File: src/pkg/alss_cfg.svh
// Purpose: Constants of the converter start-up sequencer pair
// Assumes: 125 MHz mclk on both ends
// Notes: Field codes select one control field per write
`ifndef ALSS_CFG_SVH
`define ALSS_CFG_SVH

// ==========================================================
// Field select codes carried by each write
`define ALSS_F_RESTART 4'h0
`define ALSS_F_LINK_EN 4'h1
`define ALSS_F_CAL_EN 4'h2
`define ALSS_F_MODE 4'h3
`define ALSS_F_KM1 4'h4
`define ALSS_F_SYNC_SEL 4'h5
`define ALSS_F_CAL_OPT 4'h6
`define ALSS_F_OVERRANGE_ENABLE 4'h7
`define ALSS_F_CAL_TRIG 4'h8

// ==========================================================
// Bit positions inside the calibration option word
`define ALSS_OPT_BG_BIT 0
`define ALSS_OPT_OFS_BIT 1

// ==========================================================
// Reset values of the device fields
`define ALSS_RST_LINK_EN 1'b1
`define ALSS_RST_CAL_EN 1'b1
`define ALSS_RST_MODE 5'h00
`define ALSS_RST_KM1 5'h1F
`define ALSS_RST_SYNC_SEL 1'b0
`define ALSS_RST_OVERRANGE_ENABLE 1'b0

// ==========================================================
// Timing
`define ALSS_CLK_MHZ 125
`define ALSS_RESTART_WAIT_NS 1000
`define ALSS_RESTART_WAIT_CYC \
  ((`ALSS_RESTART_WAIT_NS * `ALSS_CLK_MHZ + 999) / 1000)
`define ALSS_HWRST_CYC 16
`define ALSS_ILAS_MULTIFRAMES 4
`define ALSS_CAL_RUN_CYC 64

`endif

File: src/pkg/alss_pkg.sv
// Purpose: Types shared by both ends of the start-up sequencer
// Assumes: Constants live in alss_cfg.svh
// Notes: One-hot state codes
package alss_pkg;

  // ==========================================================
  // Host sequencer states
  typedef enum logic [6:0] {
    H_IDLE = 7'h01,
    H_HWRST = 7'h02,
    H_CLKW = 7'h04,
    H_WRITE = 7'h08,
    H_ACK = 7'h10,
    H_HOLD = 7'h20,
    H_DONE = 7'h40
  } alss_host_st_t;

  // ==========================================================
  // Device serial link states
  typedef enum logic [3:0] {
    L_HALT = 4'h1,
    L_WSYNC = 4'h2,
    L_ILAS = 4'h4,
    L_DATA = 4'h8
  } alss_link_st_t;

endpackage

File: src/pkg/alss_if.sv
// Purpose: Control link between host and converter end
// Assumes: Both ends share mclk
// Notes: wr_req holds until a one-cycle wr_ack
`timescale 1ns/100ps
`default_nettype none
interface alss_if;
  logic dev_rst;       // Hardware reset of the converter
  logic wr_req;        // Write request, held until ack
  logic [3:0] wr_field; // Field select code
  logic [15:0] wr_data; // Field value
  logic wr_ack;        // One-cycle write acknowledge

  modport host (output dev_rst, output wr_req, output wr_field,
    output wr_data, input wr_ack);
  modport dev (input dev_rst, input wr_req, input wr_field,
    input wr_data, output wr_ack);
endinterface
`default_nettype wire

File: src/hdl/alss_wait_timer.sv
// Purpose: Down-counter giving a hold-off period
// Assumes: start is a one-cycle pulse
// Notes: done is a level, high while idle or expired
`timescale 1ns/100ps
`default_nettype none
module alss_wait_timer #(
  parameter int W = 8
) (
  input wire logic mclk,             // Clock
  input wire logic sys_rst,          // Synchronous reset
  input wire logic start,            // Load pulse
  input wire logic [W-1:0] load_val, // Cycles to wait
  output logic done                  // Period has expired
);
  logic [W-1:0] cnt;

  // Count down from the loaded value
  always_ff @(posedge mclk) begin
    if (sys_rst) begin
      cnt <= '0;
      done <= 1'b1;
    end else if (start) begin
      cnt <= load_val;
      done <= 1'b0;
    end else if (cnt > 1) begin
      cnt <= cnt - 1'b1;
    end else begin
      cnt <= '0;
      done <= 1'b1;
    end
  end
endmodule
`default_nettype wire

File: src/hdl/alss_host.sv
// Purpose: Host end: runs the converter start-up sequence
// Assumes: clk_stable reports the sample clock has settled
// Notes: One write at a time, steps never reordered
`timescale 1ns/100ps
`default_nettype none
`include "alss_cfg.svh"

// How it works
// - Reset device, await stable clock, then configure
// - Pulse restart, then wait one microsecond
// - Clear link enable before link settings
// - Clear calibration enable before its settings
// - Write link mode with both machines halted
// - Write multiframe length minus one after mode
// - Sync source picks single-ended or timestamp pair
// - Set foreground/background and offset calibration
// - Set calibration enable after options
// - Optionally enable overrange before link restart
// - Set link enable after all settings
// - Link advances by receiver sync request
// - Trigger bit zero then one starts calibration
module alss_host #(
  parameter int MW = 5,                    // Link mode width
  parameter int KW = 5,                    // Multiframe field width
  parameter int HWRST_CYC = `ALSS_HWRST_CYC
) (
  input wire logic mclk,              // Clock
  input wire logic sys_rst,           // Synchronous reset
  input wire logic start,             // Begin the sequence
  input wire logic clk_stable,        // Sample clock is stable
  input wire logic [MW-1:0] cfg_mode, // Wanted link mode
  input wire logic [KW:0] cfg_frames, // Frames per multiframe
  input wire logic cfg_sync_ts,       // Use timestamp pair for sync
  input wire logic cfg_cal_bg,        // Background calibration
  input wire logic cfg_cal_ofs,       // Offset calibration
  input wire logic cfg_overrange_enable,        // Overrange detection
  output logic busy,                  // Sequence in progress
  output logic done,                  // Sequence complete
  alss_if.host lnk                    // Link to converter end
);
  localparam int WAIT_CYC = `ALSS_RESTART_WAIT_CYC;
  localparam int LAST_STEP = 11;

  alss_pkg::alss_host_st_t st;
  logic [3:0] step;
  logic tmr_start;
  logic [7:0] tmr_load;
  logic tmr_done;
  logic [3:0] next_field;
  logic [15:0] next_data;
  logic [MW-1:0] mode_q;
  logic [KW-1:0] km1_q;
  logic [3:0] opt_q;

  // ==========================================================
  // Hold-off timer for hardware reset and restart wait
  alss_wait_timer #(
    .W(8)
  ) u_tmr (
    .mclk(mclk),
    .sys_rst(sys_rst),
    .start(tmr_start),
    .load_val(tmr_load),
    .done(tmr_done)
  );

  // ==========================================================
  // Field and value for each step, in fixed order
  always_comb begin
    next_field = `ALSS_F_RESTART;
    next_data = 16'h0000;
    case (step)
      4'd0: begin
        next_field = `ALSS_F_RESTART;
        next_data = 16'h0001;
      end
      4'd1: begin
        next_field = `ALSS_F_LINK_EN;
        next_data = 16'h0000;
      end
      4'd2: begin
        next_field = `ALSS_F_CAL_EN;
        next_data = 16'h0000;
      end
      4'd3: begin
        next_field = `ALSS_F_MODE;
        next_data = 16'(mode_q);
      end
      4'd4: begin
        next_field = `ALSS_F_KM1;
        next_data = 16'(km1_q);
      end
      4'd5: begin
        next_field = `ALSS_F_SYNC_SEL;
        next_data = {12'h000, opt_q[2], 3'b000};
      end
      4'd6: begin
        next_field = `ALSS_F_CAL_OPT;
        next_data = {14'h0000, opt_q[1:0]};
      end
      4'd7: begin
        next_field = `ALSS_F_CAL_EN;
        next_data = 16'h0001;
      end
      4'd8: begin
        next_field = `ALSS_F_OVERRANGE_ENABLE;
        next_data = {15'h0000, opt_q[3]};
      end
      4'd9: begin
        next_field = `ALSS_F_LINK_EN;
        next_data = 16'h0001;
      end
      4'd10: begin
        next_field = `ALSS_F_CAL_TRIG;
        next_data = 16'h0000;
      end
      4'd11: begin
        next_field = `ALSS_F_CAL_TRIG;
        next_data = 16'h0001;
      end
      default: begin
        next_field = `ALSS_F_RESTART;
        next_data = 16'h0000;
      end
    endcase
  end

  // ==========================================================
  // Capture the wanted settings when the sequence starts
  always_ff @(posedge mclk) begin
    if (sys_rst) begin
      mode_q <= '0;
      km1_q <= '0;
      opt_q <= 4'h0;
    end else if (start && (st == alss_pkg::H_IDLE ||
        st == alss_pkg::H_DONE)) begin
      // A restart from DONE must take the new settings as well
      mode_q <= cfg_mode;
      km1_q <= KW'(cfg_frames - 1'b1);
      opt_q <= {cfg_overrange_enable, cfg_sync_ts, cfg_cal_ofs, cfg_cal_bg};
    end
  end

  // ==========================================================
  // Sequence state machine
  always_ff @(posedge mclk) begin
    if (sys_rst) begin
      st <= alss_pkg::H_IDLE;
      step <= 4'h0;
      tmr_start <= 1'b0;
      tmr_load <= 8'h00;
    end else begin
      tmr_start <= 1'b0;
      case (st)
        alss_pkg::H_IDLE: begin
          if (start) begin
            st <= alss_pkg::H_HWRST;
            tmr_start <= 1'b1;
            tmr_load <= 8'(HWRST_CYC);
          end
        end
        alss_pkg::H_HWRST: begin
          if (tmr_done && !tmr_start) begin
            st <= alss_pkg::H_CLKW;
          end
        end
        alss_pkg::H_CLKW: begin
          if (clk_stable) begin
            st <= alss_pkg::H_WRITE;
            step <= 4'h0;
          end
        end
        alss_pkg::H_WRITE: begin
          st <= alss_pkg::H_ACK;
        end
        alss_pkg::H_ACK: begin
          if (lnk.wr_ack) begin
            if (step == 4'h0) begin
              st <= alss_pkg::H_HOLD;
              tmr_start <= 1'b1;
              tmr_load <= 8'(WAIT_CYC);
            end else if (step == 4'(LAST_STEP)) begin
              st <= alss_pkg::H_DONE;
            end else begin
              st <= alss_pkg::H_WRITE;
            end
            step <= step + 1'b1;
          end
        end
        alss_pkg::H_HOLD: begin
          if (tmr_done && !tmr_start) begin
            st <= alss_pkg::H_WRITE;
          end
        end
        alss_pkg::H_DONE: begin
          if (start) begin
            st <= alss_pkg::H_HWRST;
            tmr_start <= 1'b1;
            tmr_load <= 8'(HWRST_CYC);
          end
        end
        default: st <= alss_pkg::H_IDLE;
      endcase
    end
  end

  // ==========================================================
  // Link drive: reset line and held write request
  always_ff @(posedge mclk) begin
    if (sys_rst) begin
      lnk.dev_rst <= 1'b0;
      lnk.wr_req <= 1'b0;
      lnk.wr_field <= 4'h0;
      lnk.wr_data <= 16'h0000;
    end else begin
      lnk.dev_rst <= (st == alss_pkg::H_HWRST) && !tmr_done;
      if (st == alss_pkg::H_WRITE) begin
        lnk.wr_req <= 1'b1;
        lnk.wr_field <= next_field;
        lnk.wr_data <= next_data;
      end else if (lnk.wr_ack) begin
        lnk.wr_req <= 1'b0;
      end
    end
  end

  // Status outputs
  always_ff @(posedge mclk) begin
    if (sys_rst) begin
      busy <= 1'b0;
      done <= 1'b0;
    end else begin
      busy <= !(st == alss_pkg::H_IDLE || st == alss_pkg::H_DONE);
      done <= (st == alss_pkg::H_DONE);
    end
  end
endmodule
`default_nettype wire

File: src/flat_wrapper.sv
// flat-port wrapper written by rule: the top's interface ports become plain ports
module alss_host_flat 
#(
  parameter int MW = 5,                                      
  parameter int KW = 5,                                             
  parameter int HWRST_CYC = `ALSS_HWRST_CYC
)
  (mclk, sys_rst, start, clk_stable, cfg_mode, cfg_frames, cfg_sync_ts, cfg_cal_bg, cfg_cal_ofs, cfg_overrange_enable, busy, done, lnk_dev_rst, lnk_wr_req, lnk_wr_field, lnk_wr_data, lnk_wr_ack);
  alss_if lnk_i ();
  input wire logic mclk;
  input wire logic sys_rst;
  input wire logic start;
  input wire logic clk_stable;
  input wire logic [MW-1:0] cfg_mode;
  input wire logic [KW:0] cfg_frames;
  input wire logic cfg_sync_ts;
  input wire logic cfg_cal_bg;
  input wire logic cfg_cal_ofs;
  input wire logic cfg_overrange_enable;
  output logic busy;
  output logic done;
  output wire logic [$bits(lnk_i.dev_rst)-1:0] lnk_dev_rst;
  output wire logic [$bits(lnk_i.wr_req)-1:0] lnk_wr_req;
  output wire logic [$bits(lnk_i.wr_field)-1:0] lnk_wr_field;
  output wire logic [$bits(lnk_i.wr_data)-1:0] lnk_wr_data;
  input wire logic [$bits(lnk_i.wr_ack)-1:0] lnk_wr_ack;
  assign lnk_dev_rst = lnk_i.dev_rst;
  assign lnk_wr_req = lnk_i.wr_req;
  assign lnk_wr_field = lnk_i.wr_field;
  assign lnk_wr_data = lnk_i.wr_data;
  assign lnk_i.wr_ack = lnk_wr_ack;
  alss_host #(.MW(MW), .KW(KW), .HWRST_CYC(HWRST_CYC)) u_core (.mclk(mclk), .sys_rst(sys_rst), .start(start), .clk_stable(clk_stable), .cfg_mode(cfg_mode), .cfg_frames(cfg_frames), .cfg_sync_ts(cfg_sync_ts), .cfg_cal_bg(cfg_cal_bg), .cfg_cal_ofs(cfg_cal_ofs), .cfg_overrange_enable(cfg_overrange_enable), .busy(busy), .done(done), .lnk(lnk_i));
endmodule
File: config.mk
export PLATFORM = sky130hd
export DESIGN_NAME = alss_host_flat
export DESIGN_NICKNAME = d
export VERILOG_FILES = /design/src/pkg/alss_pkg.sv /design/src/pkg/alss_if.sv /design/src/hdl/alss_wait_timer.sv /design/src/hdl/alss_host.sv /design/src/flat_wrapper.sv
export VERILOG_INCLUDE_DIRS = /design/src /design/src/pkg
export SDC_FILE = /design/constraint.sdc
export NUM_CORES = 1
export LEC_CHECK = 0
export BUFFER_PORTS_ARGS = -buffer_cell sky130_fd_sc_hd__clkbuf_2
export CAP_MARGIN = 5
export CORE_MARGIN = 3
export CORE_UTILIZATION = 25
export DETAILED_ROUTE_END_ITERATION = 10
export MAX_ROUTING_LAYER = met4
export RECOVER_POWER = 100
export SYNTH_ARGS = -nofsm -noshare
export SYNTH_HDL_FRONTEND = slang
export SYNTH_HIERARCHICAL = 1
export SYNTH_SLANG_ARGS = --single-unit
File: constraint.sdc
create_clock -name mclk -period 2.2 [get_ports mclk]
set_input_delay 0.55 -clock mclk [delete_from_list [all_inputs] [get_ports mclk]]
set_output_delay 0.55 -clock mclk [all_outputs]
set_load 0.05 [all_outputs]
==> flow_metrics.env <==
export IMPL_rsz0062_at_grt="no"
export IMPL_num_io_pins=44
export IMPL_power_mw=2.469
export IMPL_dp_hpwl_mm=4.407
export IMPL_grt_pass1_vias=2126
export IMPL_ant_nets=0
export IMPL_status="finished clean"
export IMPL_yosys_cell_count_top_type="dfxtp_1"
export IMPL_vias_per_cell=4.696
export IMPL_postCtsHoldBufs=0
export IMPL_startpoint="u_core/st[2]"
export IMPL_hold_violations=0
export IMPL_route_detailed_drc=0
export IMPL_grt_start_max_net_pins=28
export IMPL_cts_tree="built"
export IMPL_clkLatencyLatePin_ps=320
export IMPL_yosysSeqAreaShare_pct=37.59
export IMPL_grt_util_all_layers_pct=10.84
export IMPL_cts_sinks=50
export IMPL_cts_root_buf="clkbuf_8"
export IMPL_worstRegToRegCells=5
export IMPL_hold_class="in -> reg"
export IMPL_yosys_register_bits=50
export IMPL_dieHeight_um=109.2
export IMPL_slew_violations=0
export IMPL_grt_overflow=0
export IMPL_grt_pass1_wl_mm=10.07
export IMPL_synth_area_leaders="dfxtp_1 (38%), nor2_1 (5.4%), nand2_1 (4.8%)"
export IMPL_max_slew_margin_pct=58.39
export IMPL_finalCriticalPeriod_ps=1977
export IMPL_hold_path_end="u_core/mode_q[2]"
export IMPL_required_ps=2430
export IMPL_p_per_area_nw_per_um2=830.4
export IMPL_initial_core_util_pct=25.79
export IMPL_worstReg2RegEnd="u_core/lnk.wr_field[2]"
export IMPL_regArea_um2=1001
export IMPL_multi_input_area_um2=1451
export IMPL_synth_top_area_cell="dfxtp_1"
export IMPL_layout_nets=374
export IMPL_power_leakage_nw=1.090
export IMPL_firstDrtPassIters=4
export IMPL_finClkSkew_ps=16.38
export IMPL_wl_per_cell_um=12.37
export IMPL_io_buffers=31
export IMPL_worstMarginPinSlew_ps=626.8
export IMPL_cts_path_max_buffers=2
export IMPL_fp_coreArea_um2=10320
export IMPL_drive_above_1_share_pct=14.37
export IMPL_path_class="reg -> reg"
export IMPL_cp_data_arrival_time_ps=2210
export IMPL_cts_max_level=2
export IMPL_post_route_period_util_pct=89.85
export IMPL_synthToLayoutAreaGrowth_pct=11.65
export IMPL_dieArea_um2=11920
export IMPL_die_w_um=109.2
export IMPL_vdd_drop_max_v=0.0004773
export IMPL_vias=2273
export IMPL_path_max_fanout=9
export IMPL_cap_violations=0
export IMPL_ys_warn_count=6
export IMPL_avgSynthCellArea_um2=8.347
export IMPL_gp_congestion=0.8315
export IMPL_wirelength_mm=5.989
export IMPL_synthFlopType="dfxtp_1"
export IMPL_nFillCells=1116
export IMPL_regToRegSetupSlack_ps=220
export IMPL_yosys_top_cells_count="dfxtp_1 (50), nor2_1 (38), nand2_1 (34)"
export IMPL_hold_depth=3
export IMPL_dr_first_iter_drc_count=125
export IMPL_r2r_start="u_core/st[2]"
export IMPL_diodes=0
export IMPL_syn_instance_count=319
export IMPL_clkTransAtPathRegs_ps=90
export IMPL_rows=37
export IMPL_synth_edf_count=0
export IMPL_critPathLaunchType="flip-flop"
export IMPL_numCtsBuffers=5
export IMPL_tns_ps=0
export IMPL_synth_area_um2=2663
export IMPL_timing_fmax_mhz=505.9
export IMPL_antenna_found_initial=0
export IMPL_post_cts_setup_buffer_count=0
export IMPL_min_from="cfg_mode[2]"
export IMPL_synth_top_area_share_pct=37.59
export IMPL_finalSetupViolations=0
export IMPL_ys_async_sr_fraction_pct=0
export IMPL_critPathCaptureType="flip-flop"
export IMPL_synth_distinct_cells=55
## critical path, stage by stage (launching register included)
cell and delay, ps:
dfxtp_1 400, or4b_1 620, nor4_4 420, buf_4 230, nor2_1 40, a211oi_1 190
## timing repair
| item | 4_1_cts | 5_1_grt |
|---|---|---|
| endpoints found under the setup margin | 0 | 3 |
| gates resized for setup | 0 | 1 |
| hold endpoints to repair | 0 | 0 |
## per-layer routing
metal	global-route usage, %	vias to the layer above	part of all wire (%)
li1	-	1147	-
met1	13.95	1075	48
met2	16.80	44	46
met3	2.368	7	4.2
met4	3.829	0	1.2
met5	-	-	0
## worst max-delay path by stage
stage | to | slack, ps | cells past startpoint
2_1_floorplan | u_core/lnk.wr_data[1] | 340 | 5
3_3_place_gp | u_core/km1_q[2] | 240 | 5
3_5_place_dp | u_core/km1_q[3] | 200 | 5
4_1_cts | u_core/km1_q[3] | 190 | 5
5_1_grt | u_core/lnk.wr_field[2] | 70 | 5
6_report | u_core/lnk.wr_field[2] | 220 | 5
## logic make-up (layout without fill, tap and decap cells)
family | Yosys count | after routing | synth area share (%)
buffers and inverters | 44 | 61 | 8.787
muxes | 5 | 5 | 1.880
DFF | 50 | 50 | 37.59
adders and majority gates | 7 | 7 | 3.289
other | 1 | 13 | 0.1408
xor gates and xnor gates | 8 | 8 | 2.631
and+or+nand+nor | 128 | 128 | 26.41
AOI/OAI and AO/OA | 76 | 76 | 19.27
## area by class of cell
| type | instances | share of cell area (%) |
|---|---|---|
| Clock buffer | 6 | 2.778 |
| Clock inverter | 2 | 0.5471 |
| Inverter | 12 | 1.515 |
| Multi-Input combinational cell | 237 | 48.82 |
| Sequential cell | 50 | 33.67 |
| Tap cell | 136 | 5.724 |
| Timing Repair Buffer | 41 | 6.944 |
## flip-flops by register name, summed over array words and instances, names as in the netlist
| signal | flops |
|---|---|
| u_core/busy | 1 |
| u_core/done | 1 |
| u_core/km1_q | 5 |
| u_core/lnk.dev_rst | 1 |
| u_core/lnk.wr_data | 5 |
| u_core/lnk.wr_field | 4 |
| u_core/lnk.wr_req | 1 |
| u_core/mode_q | 5 |
| u_core/opt_q | 4 |
| u_core/st | 7 |
| u_core/step | 4 |
| u_core/tmr_load | 2 |
| u_core/tmr_start | 1 |
| u_core/u_tmr/cnt | 8 |
| u_core/u_tmr/done | 1 |
## where the power goes
| group | internal (mW) | total [mW] | switching [mW] |
|---|---|---|---|
| logic | 0.355 | 0.757 | 0.402 |
| clock network | 0.260 | 0.594 | 0.334 |
| registers | 1.01 | 1.12 | 0.109 |
## cell usage in the layout (no fill, tap or decap), types with 2 or more instances in the layout
cell type  count
mux2i_1        5
nor2_1        38
inv_1         12
nor2b_1        2
a31oi_1        3
nor3_1        10
o21bai_1       2
nand2b_1      10
a22o_1         7
o21ai_0       13
clkbuf_8       6
buf_4          8
nor4_4         2
o31ai_1        4
nor4_1         3
clkbuf_2      18
xnor2_1        4
or3_1          5
dfxtp_1       50
a22oi_1        5
nand3_1        4
a21oi_1       23
or2_2          2
nand2_1       34
or4_4          3
clkbuf_1      15
a211oi_1       8
ha_1           7
nor3b_1        3
xor2_1         4
conb_1        13
## per-stage QoR
stage	worst slack [ps]	hold WS, ps	utilization (%)	instances	instance area [um^2]
5_1_grt	69.97	439.2	28.80	484	2973
6_report	223.3	447.1	28.80	484	2973
3_5_place_dp	203.8	448.8	28.28	476	2919
2_1_floorplan	338.6	423.5	-	331	2708
4_1_cts	188.2	429.5	29.23	484	3018
3_3_place_gp	243.7	445.7	28.28	476	2919
(Power assumes the default switching activity.)
